`src/rtl/msc_pkg.sv`:
```
// Package of constants and carrier types for the parameter-setting command decoder.
package msc_pkg;
    localparam logic [7:0] OPC_MODE_SELECT = 8'h15;
    localparam int PF_BIT = 4;
    localparam int SP_BIT = 0;
    localparam int CDB_LEN = 6;
    localparam int CDB_FLAGS_IDX = 1;
    localparam int CDB_LEN_IDX = 4;
    localparam int HDR_LEN = 4;
    localparam int HDR_BDL_IDX = 3;
    localparam logic [5:0] PG_CONFIG = 6'h25;
    localparam logic [5:0] PG_OFFLINE = 6'h30;
    localparam logic [5:0] PG_ABORT = 6'h31;
    localparam logic [5:0] PG_RESET = 6'h32;
    localparam logic [7:0] PLEN_CONFIG = 8'h14;
    localparam logic [7:0] PLEN_OFFLINE = 8'h03;
    localparam logic [7:0] PLEN_ABORT = 8'h00;
    localparam logic [7:0] PLEN_RESET = 8'h01;
    localparam int CFG_WIDTH_IDX = 2;
    localparam int CFG_WIDTH_BIT = 3;
    localparam int CFG_ID_IDX = 3;
    localparam int CFG_MODE_IDX = 8;
    localparam int CFG_MBH_IDX = 9;
    localparam int CFG_MBL_IDX = 10;
    localparam int OFF_OP_IDX = 2;
    localparam int OFF_SRC_IDX = 3;
    localparam int OFF_DST_IDX = 4;
    localparam int RST_CODE_IDX = 2;
    localparam int PAGE_BUF = 22;
    localparam logic [3:0] OPM_PASS1 = 4'h0;
    localparam logic [3:0] OPM_PASS2 = 4'h1;
    localparam logic [3:0] OPM_MIRROR = 4'h3;
    localparam logic [3:0] RST_ID = 4'h0;
    localparam logic [3:0] RST_OPMODE = 4'h0;

    // Controller configuration applied as one unit.
    typedef struct packed {
        logic wideBus;
        logic [3:0] busId;
        logic [3:0] opMode;
        logic [1:0] mirrorMode;
    } msc_cfg_t;

    // Offline operation request.
    typedef struct packed {
        logic [3:0] opCode;
        logic [1:0] srcMask;
        logic [1:0] dstMask;
    } msc_offline_t;

    typedef enum logic [4:0] {
        ST_IDLE = 5'b00001,
        ST_CDB = 5'b00010,
        ST_DATA = 5'b00100,
        ST_CHECK = 5'b01000,
        ST_DONE = 5'b10000
    } msc_state_t;
endpackage

```
`src/rtl/msc_page_check.sv`:
```
// Page code and page length checker for one received parameter page.
`timescale 1ns/100ps
`default_nettype none
module msc_page_check (
    input wire logic [7:0] pageByte0,
    input wire logic [7:0] pageByte1,
    input wire logic [7:0] paramLen,
    input wire logic [7:0] opField,
    input wire logic [7:0] bdLen,
    output logic pageOk,
    output logic isConfig,
    output logic isOffline,
    output logic isAbort,
    output logic isReset
);
    import msc_pkg::*;

    logic [5:0] code;
    logic [7:0] plen;
    logic lenOk;
    logic opOk;

    // Only the four vendor pages are accepted, each with its own length and total.
    always_comb begin
        code = pageByte0[5:0];
        plen = pageByte1;
        isConfig = (code == PG_CONFIG);
        isOffline = (code == PG_OFFLINE);
        isAbort = (code == PG_ABORT);
        isReset = (code == PG_RESET);
        lenOk = (isConfig && plen == PLEN_CONFIG)
              || (isOffline && plen == PLEN_OFFLINE)
              || (isAbort && plen == PLEN_ABORT)
              || (isReset && plen == PLEN_RESET);
        // The total must cover header, code, length byte and page body exactly.
        lenOk = lenOk && (paramLen == 8'(HDR_LEN + 2) + plen);
        opOk = 1'b1;
        if (isConfig) begin
            opOk = (opField[7:4] == OPM_PASS1) || (opField[7:4] == OPM_PASS2)
                || (opField[7:4] == OPM_MIRROR);
        end else if (isOffline) begin
            opOk = (opField[3:0] == 4'h1) || (opField[3:0] == 4'h2) || (opField[3:0] == 4'h3)
                || (opField[3:0] == 4'h5) || (opField[3:0] == 4'h7);
        end else if (isReset) begin
            opOk = (opField == 8'h00) || (opField == 8'h01);
        end
        pageOk = lenOk && opOk && (bdLen == 8'h00);
    end
endmodule
`default_nettype wire

```
`src/rtl/msc_mode_select.sv`:
```
// Parameter-setting command decoder: takes the command block and its parameter list.
`timescale 1ns/100ps
`default_nettype none
module msc_mode_select (
    input wire logic clk_sys,
    input wire logic rst_n,
    input wire logic byteValid,
    input wire logic cdbPhase,
    input wire logic [7:0] byteData,
    output logic cmdDone,
    output logic checkCond,
    output logic dataRequest,
    output logic saveRejected,
    output msc_pkg::msc_cfg_t config_q,
    output msc_pkg::msc_offline_t offlineReq,
    output logic offlineStart,
    output logic abortOps,
    output logic softReset,
    output logic hardReset
);
    import msc_pkg::*;

    typedef struct packed {
        msc_state_t state;
        logic [2:0] cdbIdx;
        logic [7:0] paramLen;
        logic [7:0] dataIdx;
        logic [7:0] bdLen;
        logic isModeSelect;
        logic [PAGE_BUF*8-1:0] page;
        logic cmdDone;
        logic checkCond;
        logic dataRequest;
        logic saveRejected;
        msc_cfg_t cfg;
        msc_offline_t offline;
        logic offlineStart;
        logic abortOps;
        logic softReset;
        logic hardReset;
    } msc_regs_t;

    msc_regs_t r;
    msc_regs_t next_r;
    logic pageOk;
    logic isConfig;
    logic isOffline;
    logic isAbort;
    logic isReset;
    logic [7:0] opField;

    function automatic logic [7:0] pgByte(input logic [PAGE_BUF*8-1:0] p, input int idx);
        pgByte = p[idx*8 +: 8];
    endfunction

    // Field that each page type needs range-checked.
    always_comb begin
        if (isConfig) begin
            opField = pgByte(r.page, CFG_MODE_IDX);
        end else if (isOffline) begin
            opField = pgByte(r.page, OFF_OP_IDX);
        end else begin
            opField = pgByte(r.page, RST_CODE_IDX);
        end
    end

    msc_page_check u_check (
        .pageByte0(pgByte(r.page, 0)),
        .pageByte1(pgByte(r.page, 1)),
        .paramLen(r.paramLen),
        .opField(opField),
        .bdLen(r.bdLen),
        .pageOk(pageOk),
        .isConfig(isConfig),
        .isOffline(isOffline),
        .isAbort(isAbort),
        .isReset(isReset)
    );

    // Sequencer: command block, then data-out bytes, then a single check step.
    always_comb begin
        next_r = r;
        next_r.cmdDone = 1'b0;
        next_r.offlineStart = 1'b0;
        next_r.abortOps = 1'b0;
        next_r.softReset = 1'b0;
        next_r.hardReset = 1'b0;
        case (r.state)
            ST_IDLE: begin
                if (byteValid && cdbPhase) begin
                    // The opcode picks this command; other opcodes still clear status and run the command block but open no data phase.
                    next_r.isModeSelect = (byteData == OPC_MODE_SELECT);
                    next_r.cdbIdx = 3'd1;
                    next_r.checkCond = 1'b0;
                    next_r.saveRejected = 1'b0;
                    next_r.state = ST_CDB;
                end
            end
            ST_CDB: begin
                if (byteValid && cdbPhase) begin
                    if (r.cdbIdx == 3'(CDB_FLAGS_IDX)) begin
                        // Save-pages cannot be honoured; flag it and never store.
                        next_r.saveRejected = byteData[SP_BIT];
                    end
                    if (r.cdbIdx == 3'(CDB_LEN_IDX)) begin
                        next_r.paramLen = byteData;
                    end
                    next_r.cdbIdx = r.cdbIdx + 3'd1;
                    if (r.cdbIdx == 3'(CDB_LEN - 1)) begin
                        next_r.dataIdx = 8'h00;
                        next_r.page = '0;
                        if (!r.isModeSelect) begin
                            next_r.state = ST_IDLE;
                        end else if (r.paramLen == 8'h00) begin
                            // Empty list sets nothing and ends the command cleanly.
                            next_r.cmdDone = 1'b1;
                            next_r.state = ST_IDLE;
                        end else begin
                            next_r.dataRequest = 1'b1;
                            next_r.state = ST_DATA;
                        end
                    end
                end
            end
            ST_DATA: begin
                if (byteValid && !cdbPhase) begin
                    // Header first, then page bytes; extras past the buffer are dropped.
                    if (r.dataIdx == 8'(HDR_BDL_IDX)) begin
                        next_r.bdLen = byteData;
                    end else if (r.dataIdx >= 8'(HDR_LEN)
                            && r.dataIdx < 8'(HDR_LEN + PAGE_BUF)) begin
                        next_r.page[(int'(r.dataIdx) - HDR_LEN)*8 +: 8] = byteData;
                    end
                    next_r.dataIdx = r.dataIdx + 8'd1;
                    if (r.dataIdx + 8'd1 == r.paramLen) begin
                        next_r.dataRequest = 1'b0;
                        next_r.state = ST_CHECK;
                    end
                end
            end
            ST_CHECK: begin
                if (pageOk) begin
                    if (isConfig) begin
                        // All fields update in one edge so no mix is ever seen.
                        next_r.cfg.wideBus = r.page[CFG_WIDTH_IDX*8 + CFG_WIDTH_BIT];
                        next_r.cfg.busId = r.page[CFG_ID_IDX*8 + 4 +: 4];
                        next_r.cfg.opMode = r.page[CFG_MODE_IDX*8 + 4 +: 4];
                        next_r.cfg.mirrorMode = {r.page[CFG_MBH_IDX*8 + 7],
                            r.page[CFG_MBL_IDX*8 + 7]};
                    end else if (isOffline) begin
                        // Drive masks ride along with the operation code as one request.
                        next_r.offline.opCode = r.page[OFF_OP_IDX*8 +: 4];
                        next_r.offline.srcMask = r.page[OFF_SRC_IDX*8 +: 2];
                        next_r.offline.dstMask = r.page[OFF_DST_IDX*8 +: 2];
                        next_r.offlineStart = 1'b1;
                    end else if (isAbort) begin
                        next_r.abortOps = 1'b1;
                    end else begin
                        next_r.softReset = !r.page[RST_CODE_IDX*8];
                        next_r.hardReset = r.page[RST_CODE_IDX*8];
                    end
                end else begin
                    next_r.checkCond = 1'b1;
                end
                next_r.state = ST_DONE;
            end
            ST_DONE: begin
                next_r.cmdDone = 1'b1;
                next_r.state = ST_IDLE;
            end
            default: begin
                next_r.state = ST_IDLE;
            end
        endcase
    end

    // State register; synchronous reset to defined values.
    always_ff @(posedge clk_sys) begin
        if (!rst_n) begin
            r <= '0;
            r.state <= ST_IDLE;
            r.cfg.busId <= RST_ID;
            r.cfg.opMode <= RST_OPMODE;
        end else begin
            r <= next_r;
        end
    end

    assign cmdDone = r.cmdDone;
    assign checkCond = r.checkCond;
    assign dataRequest = r.dataRequest;
    assign saveRejected = r.saveRejected;
    assign config_q = r.cfg;
    assign offlineReq = r.offline;
    assign offlineStart = r.offlineStart;
    assign abortOps = r.abortOps;
    assign softReset = r.softReset;
    assign hardReset = r.hardReset;

    // A foreign opcode never opens a data phase, and a new command clears old status.
    AST_OPCODE: assert property (@(posedge clk_sys) disable iff (!rst_n)
        (r.state == ST_IDLE && byteValid && cdbPhase && byteData != OPC_MODE_SELECT)
        |=> ##5 !r.dataRequest) else $error("Other opcode opened data phase");
    AST_CLEAR: assert property (@(posedge clk_sys) disable iff (!rst_n)
        (r.state == ST_IDLE && byteValid && cdbPhase) |=> !r.checkCond)
        else $error("Old check condition survived a new command");

    // Command block fields are captured from the byte that carries them.
    AST_SAVE: assert property (@(posedge clk_sys) disable iff (!rst_n)
        (r.state == ST_CDB && byteValid && cdbPhase && r.cdbIdx == 3'(CDB_FLAGS_IDX))
        |=> r.saveRejected == $past(byteData[SP_BIT])) else $error("Save flag not taken");
    AST_PLEN: assert property (@(posedge clk_sys) disable iff (!rst_n)
        (r.state == ST_CDB && byteValid && cdbPhase && r.cdbIdx == 3'(CDB_LEN_IDX))
        |=> r.paramLen == $past(byteData)) else $error("List length not taken");

    // Data requests stand only while list bytes are still owed.
    AST_COUNT: assert property (@(posedge clk_sys) disable iff (!rst_n)
        (r.state == ST_DATA && byteValid && !cdbPhase && r.dataIdx + 8'd1 == r.paramLen)
        |=> r.state == ST_CHECK && !r.dataRequest) else $error("Byte count not honoured");
    AST_DREQ: assert property (@(posedge clk_sys) disable iff (!rst_n)
        r.dataRequest |-> r.state == ST_DATA) else $error("Data request outside data phase");
    AST_HDR: assert property (@(posedge clk_sys) disable iff (!rst_n)
        (r.state == ST_DATA && byteValid && !cdbPhase && r.dataIdx == 8'(HDR_BDL_IDX))
        |=> r.bdLen == $past(byteData)) else $error("Descriptor length not taken");

    // Refusals: each reason on its own raises the check condition.
    AST_BDLEN: assert property (@(posedge clk_sys) disable iff (!rst_n)
        (r.state == ST_CHECK && r.bdLen != 8'h00) |=> r.checkCond) else $error("Descriptor len");
    AST_PAGE: assert property (@(posedge clk_sys) disable iff (!rst_n)
        (r.state == ST_CHECK && !(isConfig || isOffline || isAbort || isReset))
        |=> r.checkCond) else $error("Unknown page accepted");
    AST_CFGLEN: assert property (@(posedge clk_sys) disable iff (!rst_n)
        (r.state == ST_CHECK && isConfig && r.page[8 +: 8] != PLEN_CONFIG)
        |=> r.checkCond) else $error("Bad configuration length accepted");
    AST_REJECT: assert property (@(posedge clk_sys) disable iff (!rst_n)
        (r.state == ST_CHECK && !pageOk) |=> $stable(r.cfg) && r.checkCond)
        else $error("Rejected page changed config");

    // Configuration changes only at the check step, all fields at once.
    AST_ATOMIC: assert property (@(posedge clk_sys) disable iff (!rst_n)
        (r.state != ST_CHECK) |=> $stable(r.cfg)) else $error("Config changed outside check");
    AST_WIDTH: assert property (@(posedge clk_sys) disable iff (!rst_n)
        (r.state == ST_CHECK && pageOk && isConfig)
        |=> r.cfg.wideBus == $past(r.page[CFG_WIDTH_IDX*8 + CFG_WIDTH_BIT])
        && r.cfg.busId == $past(r.page[CFG_ID_IDX*8+4 +: 4])) else $error("Width or id");
    AST_OPMODE: assert property (@(posedge clk_sys) disable iff (!rst_n)
        (r.state == ST_CHECK && pageOk && isConfig)
        |=> r.cfg.opMode == $past(r.page[CFG_MODE_IDX*8+4 +: 4])) else $error("Mode field");
    AST_MODE: assert property (@(posedge clk_sys) disable iff (!rst_n)
        (r.state == ST_CHECK && pageOk && isConfig)
        |=> r.cfg.opMode != 4'h2 && r.cfg.mirrorMode == {$past(r.page[CFG_MBH_IDX*8+7]),
        $past(r.page[CFG_MBL_IDX*8+7])}) else $error("Mode decode");

    // Every command that reaches the check step completes with one done pulse.
    AST_DONE: assert property (@(posedge clk_sys) disable iff (!rst_n)
        (r.state == ST_CHECK) |=> ##1 r.cmdDone) else $error("Check step did not complete");
    AST_PULSE: assert property (@(posedge clk_sys) disable iff (!rst_n)
        r.cmdDone |=> !r.cmdDone) else $error("Done pulse too long");

    // Page actions fire only with the fields that justify them.
    AST_ABORT: assert property (@(posedge clk_sys) disable iff (!rst_n)
        r.abortOps |-> ##1 r.cmdDone && !r.checkCond) else $error("Abort not completed");
    AST_ABORTLEN: assert property (@(posedge clk_sys) disable iff (!rst_n)
        r.abortOps |-> r.page[8 +: 8] == PLEN_ABORT) else $error("Abort with bad length");
    AST_RESET: assert property (@(posedge clk_sys) disable iff (!rst_n)
        !(r.softReset && r.hardReset)) else $error("Both resets at once");
    AST_SOFT: assert property (@(posedge clk_sys) disable iff (!rst_n)
        r.softReset |-> r.page[RST_CODE_IDX*8 +: 8] == 8'h00) else $error("Soft reset code");
    AST_HARD: assert property (@(posedge clk_sys) disable iff (!rst_n)
        r.hardReset |-> r.page[RST_CODE_IDX*8 +: 8] == 8'h01) else $error("Hard reset code");
    AST_OFFLINE: assert property (@(posedge clk_sys) disable iff (!rst_n)
        r.offlineStart |-> r.offline.opCode inside {4'h1, 4'h2, 4'h3, 4'h5, 4'h7})
        else $error("Illegal offline op");
    AST_OFFSRC: assert property (@(posedge clk_sys) disable iff (!rst_n)
        r.offlineStart |-> r.offline.srcMask == r.page[OFF_SRC_IDX*8 +: 2]
        && r.offline.dstMask == r.page[OFF_DST_IDX*8 +: 2]) else $error("Drive masks");

    // Main scenarios that the bench is expected to reach.
    COV_CFG: cover property (@(posedge clk_sys) r.state == ST_CHECK && pageOk && isConfig);
    COV_BAD: cover property (@(posedge clk_sys) r.state == ST_CHECK && !pageOk);
    COV_ABORT: cover property (@(posedge clk_sys) r.abortOps);
    COV_HARD: cover property (@(posedge clk_sys) r.hardReset);
    COV_OFF: cover property (@(posedge clk_sys) r.offlineStart);
endmodule
`default_nettype wire

```
`config.mk`:
```
export PLATFORM = sky130hd
export DESIGN_NAME = msc_mode_select
export DESIGN_NICKNAME = d
export VERILOG_FILES = /design/src/rtl/msc_pkg.sv /design/src/rtl/msc_page_check.sv /design/src/rtl/msc_mode_select.sv
export SDC_FILE = /design/constraint.sdc
export NUM_CORES = 1
export LEC_CHECK = 0
export ABC_AREA = 1
export BUFFER_PORTS_ARGS = -buffer_cell sky130_fd_sc_hd__buf_2
export CORE_MARGIN = 4
export CORE_UTILIZATION = 28
export CTS_CLUSTER_DIAMETER = 150
export CTS_CLUSTER_SIZE = 14
export DETAILED_ROUTE_END_ITERATION = 7
export GPL_TIMING_DRIVEN = 0
export MAX_ROUTING_LAYER = met4
export PLACE_DENSITY = 0.54
export SYNTH_ARGS = -nofsm -noshare
export SYNTH_HDL_FRONTEND = slang
export SYNTH_SLANG_ARGS = --single-unit
```
`constraint.sdc`:
```
create_clock -name clk_sys -period 4.1 [get_ports clk_sys]
set_input_delay 0.82 -clock clk_sys [delete_from_list [all_inputs] [get_ports clk_sys]]
set_output_delay 0.82 -clock clk_sys [all_outputs]
set_load 0.01 [all_outputs]
```
# After elaboration in Yosys (flattened, before gate mapping)
# Cells that the tools add are included.
[word_totals]
out_inout_bits = 27
wordCells = 160
reg_bits = 236
[classes]
n_addsub = 5
shifts = 2
n_bitwise = 4
reduce_logical = 45
n_lt_le_gt_ge = 2
mux = 42
n_eq_ne = 38
[op_table]
columns = ["operator", "n"]
rows = [
  ["$mux W176", 3],
  ["$mux W177", 2],
  ["$pmux W176 S2", 1],
  ["$bwmux W176", 1],
  ["$shift A8 B33 Y176 const A", 1],
  ["$shiftx A8 B33 Y176", 1],
  ["$mux W8", 5],
  ["$neg A12 Y33", 1],
  ["$logic_not A8 Y1", 4],
  ["$eq A6 B6 Y1 const B", 4],
  ["$mux W24", 1],
  ["$ne A2 B2 Y1 const B", 11],
  ["$mux W5", 4],
  ["$pmux W5 S4", 1],
  ["$eq A8 B1 Y1 const B", 2],
  ["$eq A8 B2 Y1 const B", 2],
  ["$eq A8 B5 Y1 const B", 2],
  ["$eq A8 B8 Y1", 2],
  ["$mux W16", 1],
  ["$pmux W8 S2", 1],
  ["$mux W1", 15],
  ["$reduce_and A3 Y1", 5],
  ["$eq A4 B2 Y1 const B", 3],
  ["$reduce_and A4 Y1", 3],
  ["32 further kinds", 62],
]

# Logic depth before layout (Yosys ltp)
[depth]
depth_word = 13
depth_mapped = 27

# Modules after synthesis
# A second synthesis with hierarchy kept.
[unflattened]
hier_cells = 970
area_unflattened_um2 = 6194.7
[by_module_without_submodules]
columns = ["mod", "area_per_inst_um2", "instances", "seq_area_each_um2", "cells_per_inst"]
rows = [
  ["msc_mode_select", 5640.4, 1, 2042.0, 844],
  ["msc_page_check", 554.3, 1, 0.0, 126],
]

# Worst setup path after synthesis
# No wires, ideal clock.
[synth_timing]
kind = "reg2reg"
from = "register r[214] (netlist name)"
to = "register r[36] (netlist name)"
stages_incl_launch_ff = 26
n_path_buf = 1
required_ps = 3972
setup_time_ps = 128
period_less_slack_ps = 3116
arrival_ps = 2988
slack_ps = 984
cell_sequence = "dfxtp_1 buf_2 inv_2 ha_1 inv_1 nand2_1 nand2_4 nor2_4 nand3_2 nor2_2 inv_1 ha_1 inv_1 nand2_1 nor3_1 nand4_1 nand3_1 nand2_1 inv_1 nand3_2 nor2_4 nand4_1 a21oi_1 nand2_1 nand2_1 nor2_1"
[synth_between]
elab_chain_len = 8
elab_cells_between_ends = 16
[synth_lines]
columns = ["item", "line_no", "source"]
rows = [
  ["start: declaration", "msc_mode_select.sv:43", "msc_regs_t r;"],
  ["start signal: assignment", "msc_mode_select.sv:185", "r <= next_r;"],
  ["$sub A8 B3 Y9", "msc_mode_select.sv:132", "next_r.page[(int'(r.dataIdx) - HDR_LEN)*8 +: 8] = byteData;"],
  ["$neg A12 Y33", "msc_mode_select.sv:132", ""],
  ["$shiftx A8 B33 Y176 / $shift A8 B33 Y176 (equally long branches)", "msc_mode_select.sv:132", ""],
  ["$bwmux W176", "msc_mode_select.sv:132", ""],
  ["$mux W176", "msc_mode_select.sv:130", "end else if (r.dataIdx >= 8'(HDR_LEN)"],
  ["$mux W176", "msc_mode_select.sv:128", "if (r.dataIdx == 8'(HDR_BDL_IDX)) begin"],
  ["$mux W176", "msc_mode_select.sv:126", "if (byteValid && !cdbPhase) begin"],
  ["$pmux W176 S2", "msc_mode_select.sv:88", "case (r.state)"],
]
# Parallel ways exist; a longest one is shown, timed or not. The select of a mux whose other input is x is not followed.
# A chain may end at the register's enable or synchronous reset.

# Final worst setup path
[layout_timing]
from = "register r[214] (netlist name)"
to = "register r[51] (netlist name)"
# The elaborated chain is that of the path after synthesis.

==> impl_metrics.yaml <==
place:
  portBuffers: 37
  pre_cts_slack_ns: 0.336
  dp_hpwl_mm: 13.2
  gp_congestion: 0.906
  dp_cells: 1192
global_route:
  grt_pass1_vias: 5165
  grt_use_total_pct: 15.9
  grt_pass1_wl_mm: 27.6
  grt_antenna_before_repair: 0
  grt_max_degree: 20
  overflow: 0
yosys:
  ys_types: 43
  ys.warnings.count: 0
  synth_nets: 914
  async_reset_ff_share_pct: 0
  synth_edf_count: 0
  ys_seq_elements: 96
  ys_seq_area_share_pct: 33.3
  synth_flop_cell: "dfxtp_1"
  avgSynthCellArea_um2: 6.53
  synthCells: 885
  syn_area_mm2: 0.00578
critical_path:
  cp_data_arrival_time_ns: 3.95
  path_class: "reg -> reg"
  r2r_start: "r[214]$_SDFFE_PN0P_"
  cp-start-kind: "register"
  rr_endpoint: "r[51]$_SDFFE_PN0P_"
  rrSetupSlack_ns: 0.41
  crit_required_ns: 4.36
  critPathMaxFanout: 10
  crit_slowest_cell: "dfxtp_1"
  crit_start: "r[214]$_SDFFE_PN0P_"
  crit_path_frequent_cell: "nand2_1"
  max_stage_delay_ns: 0.38
  worstRegToRegCells: 25
  endpoint_kind: "register"
  cp-endpoint: "r[51]$_SDFFE_PN0P_"
run_status:
  status: "finished, final reports clean"
clock_network:
  cts-root-buf: "clkbuf_16"
  path_clk_slew_ns: 0.08
  clock_latency_ns: 0.36
  ctsLongestPathBuffers: 2
  clock-sinks: 96
  cts_buffers: 9
  cts_tree: "built"
  h-tree-depth: 3
  post_cts_buffers: 0
sta:
  worst_slack_ns: 0.407
  whs_ns: 0.457
  worst_slew_pin_slew_ns: 1.17
  setup_viol: 0
  period_share_pct: 90.1
  period_minus_slack_ns: 3.69
  hold_viol_final: 0
  rsz0062_at_grt: "no"
  skew_ns: 0.00960
  timing.setup.tns_ns: 0
  fmax_mhz: 271
  drv_slew: 0
  relSlewSlack_pct: 21.5
layout:
  drive_above_1_share_pct: 14.2
  nNetsFinal: 962
  stdcell_count: 1208
  fillers: 2260
  num_antenna_cells: 0
  area_delta_synth_final_pct: 14.6
hold_path:
  worst_hold_path_type: "reg -> reg"
floorplanning:
  initial_utilization_pct: 28.6
  die_x_um: 152
  num_rows: 52
  fp.coreArea_mm2: 0.0202
  die_area_mm2: 0.0230
  die_h_um: 152
  num_io_pins: 39
power:
  power_leakage_uw: 0.00301
  irDropWorstVdd_mv: 0.197
  pwr_density_cell_mw_per_mm2: 293
  finalPower_uw: 1940
route:
  viasPerCell: 4.63
  antenna_left: 0
  wl_per_cell_um: 14.1
  via_count: 5593
  first_pass_iters: 7
  drc_errors: 0
  route.final.wire_length_mm: 17.1
  dr.first_iter.drc_count: 358
run:
  maxCapViolCount: 0
## through the flow
stage	utilization, %	instance area [µm²]
floorplan	-	5780
global placement	31.1	6300
detailed placement	31.1	6300
CTS	32.6	6600
global route	32.7	6620
finish	32.7	6620
## repair_timing
action	in CTS	in global routing
endpoints found under the hold margin	0	0
hold buffers	0	0
resized for setup	0	6
setup endpoints to repair	0	9
## worst max-delay path, delay by kind of cell (launching register included)
kind                       cells  cell delay (ns)
adders and majority gates      2             0.58
AOI/OAI and AO/OA              1             0.15
DFF                            1             0.38
and+or+nand+nor               16             1.78
buffers and inverters          6             0.71
## where the power goes
part,switching [µW],internal [µW]
clock,422,430
sequential,10.1,947
combinational,91.3,42.7
## layer usage
layer,vias to the layer above,track usage [%],share of wire (%)
li1,2911,-,-
met1,2534,22.6,50
met2,131,23.2,43
met3,17,3.00,5.0
met4,0,3.95,1.6
met5,-,-,0
## registers in the layout (all words and copies together), names as in the netlist
register / count
r: 69
dataRequest: 1
offlineStart: 1
cmdDone: 1
abortOps: 1
softReset: 1
hardReset: 1
config_q: 11
checkCond: 1
saveRejected: 1
offlineReq: 8
## layout make-up
type	instances	area (µm²)	share of cell area (%)
Sequential cell	96	1920	29.0
Multi-Input combinational cell	622	3140	47.4
Buffer	44	273	4.12
Clock buffer	9	225	3.40
Clock inverter	7	72.6	1.10
Timing Repair Buffer	37	185	2.80
Inverter	123	467	7.05
Tap cell	270	338	5.10
## logic make-up (layout without fill, tap and decap cells)
group	Yosys count	in the layout	share of synthesized area (%)
buffers and inverters	167	220	12.8
XOR/XNOR	14	14	2.12
AND/OR/NAND/NOR	470	470	36.6
adder cells (fa/ha/maj)	17	17	3.68
AO/OA/AOI/OAI	121	121	11.5
flip-flops	96	96	33.3
## cell usage after synthesis, types with 2 or more instances
library cell | instances | share of area (%)
a21oi_1 | 62 | 5.4
a31oi_1 | 3 | 0.32
buf_2 | 8 | 0.69
buf_4 | 20 | 2.6
buf_6 | 3 | 0.58
clkbuf_1 | 13 | 0.84
dfxtp_1 | 96 | 33
ha_1 | 17 | 3.7
inv_1 | 114 | 7.4
inv_2 | 7 | 0.45
nand2_1 | 197 | 13
nand2_2 | 10 | 1.1
nand2_4 | 4 | 0.78
nand3_1 | 40 | 3.5
nand3_2 | 3 | 0.52
nand3b_1 | 2 | 0.26
nand4_1 | 24 | 2.6
nor2_1 | 141 | 9.2
nor2_2 | 3 | 0.32
nor2_4 | 5 | 0.97
nor3_1 | 23 | 2.0
nor4_1 | 6 | 0.65
o2111ai_1 | 5 | 0.76
o211ai_1 | 2 | 0.26
o21ai_0 | 42 | 3.6
or2_2 | 6 | 0.65
xnor2_1 | 6 | 0.91
xor2_1 | 8 | 1.2
## placed cells by master (no fill, tap or decap), types with 3 or more instances in the layout
master	count
o2111ai_1	5
nand4_1	24
xnor2_1	6
nor3_1	23
nor2_2	5
or2_2	6
buf_6	3
clkbuf_16	9
a31oi_1	3
nand3_1	40
clkbuf_1	13
inv_1	114
buf_4	20
xor2_1	8
nand2_4	4
o21ai_0	42
nand2_2	10
nor2_4	6
nand3_2	3
a21oi_1	61
inv_2	7
nand2_1	197
buf_2	45
nor4_1	6
nor2_1	138
dfxtp_1	96
clkinv_4	3
ha_1	17
## worst min-delay path by stage
stage	slack (ns)	endpoint	cells past startpoint	from
after floorplan	0.43	config_q[6]$_SDFFE_PN0P_	2	r[55]$_SDFFE_PN0P_
after CTS	0.46	offlineReq[7]$_SDFFE_PN0P_	2	offlineReq[7]$_SDFFE_PN0P_
after detailed placement	0.45	offlineReq[7]$_SDFFE_PN0P_	2	offlineReq[7]$_SDFFE_PN0P_
after global placement	0.44	offlineReq[7]$_SDFFE_PN0P_	2	offlineReq[7]$_SDFFE_PN0P_
after global routing	0.48	config_q[8]$_SDFFE_PN0P_	2	r[57]$_SDFFE_PN0P_
final	0.46	offlineReq[7]$_SDFFE_PN0P_	2	offlineReq[7]$_SDFFE_PN0P_
No activity file was read; power rests on OpenSTA's default activity.
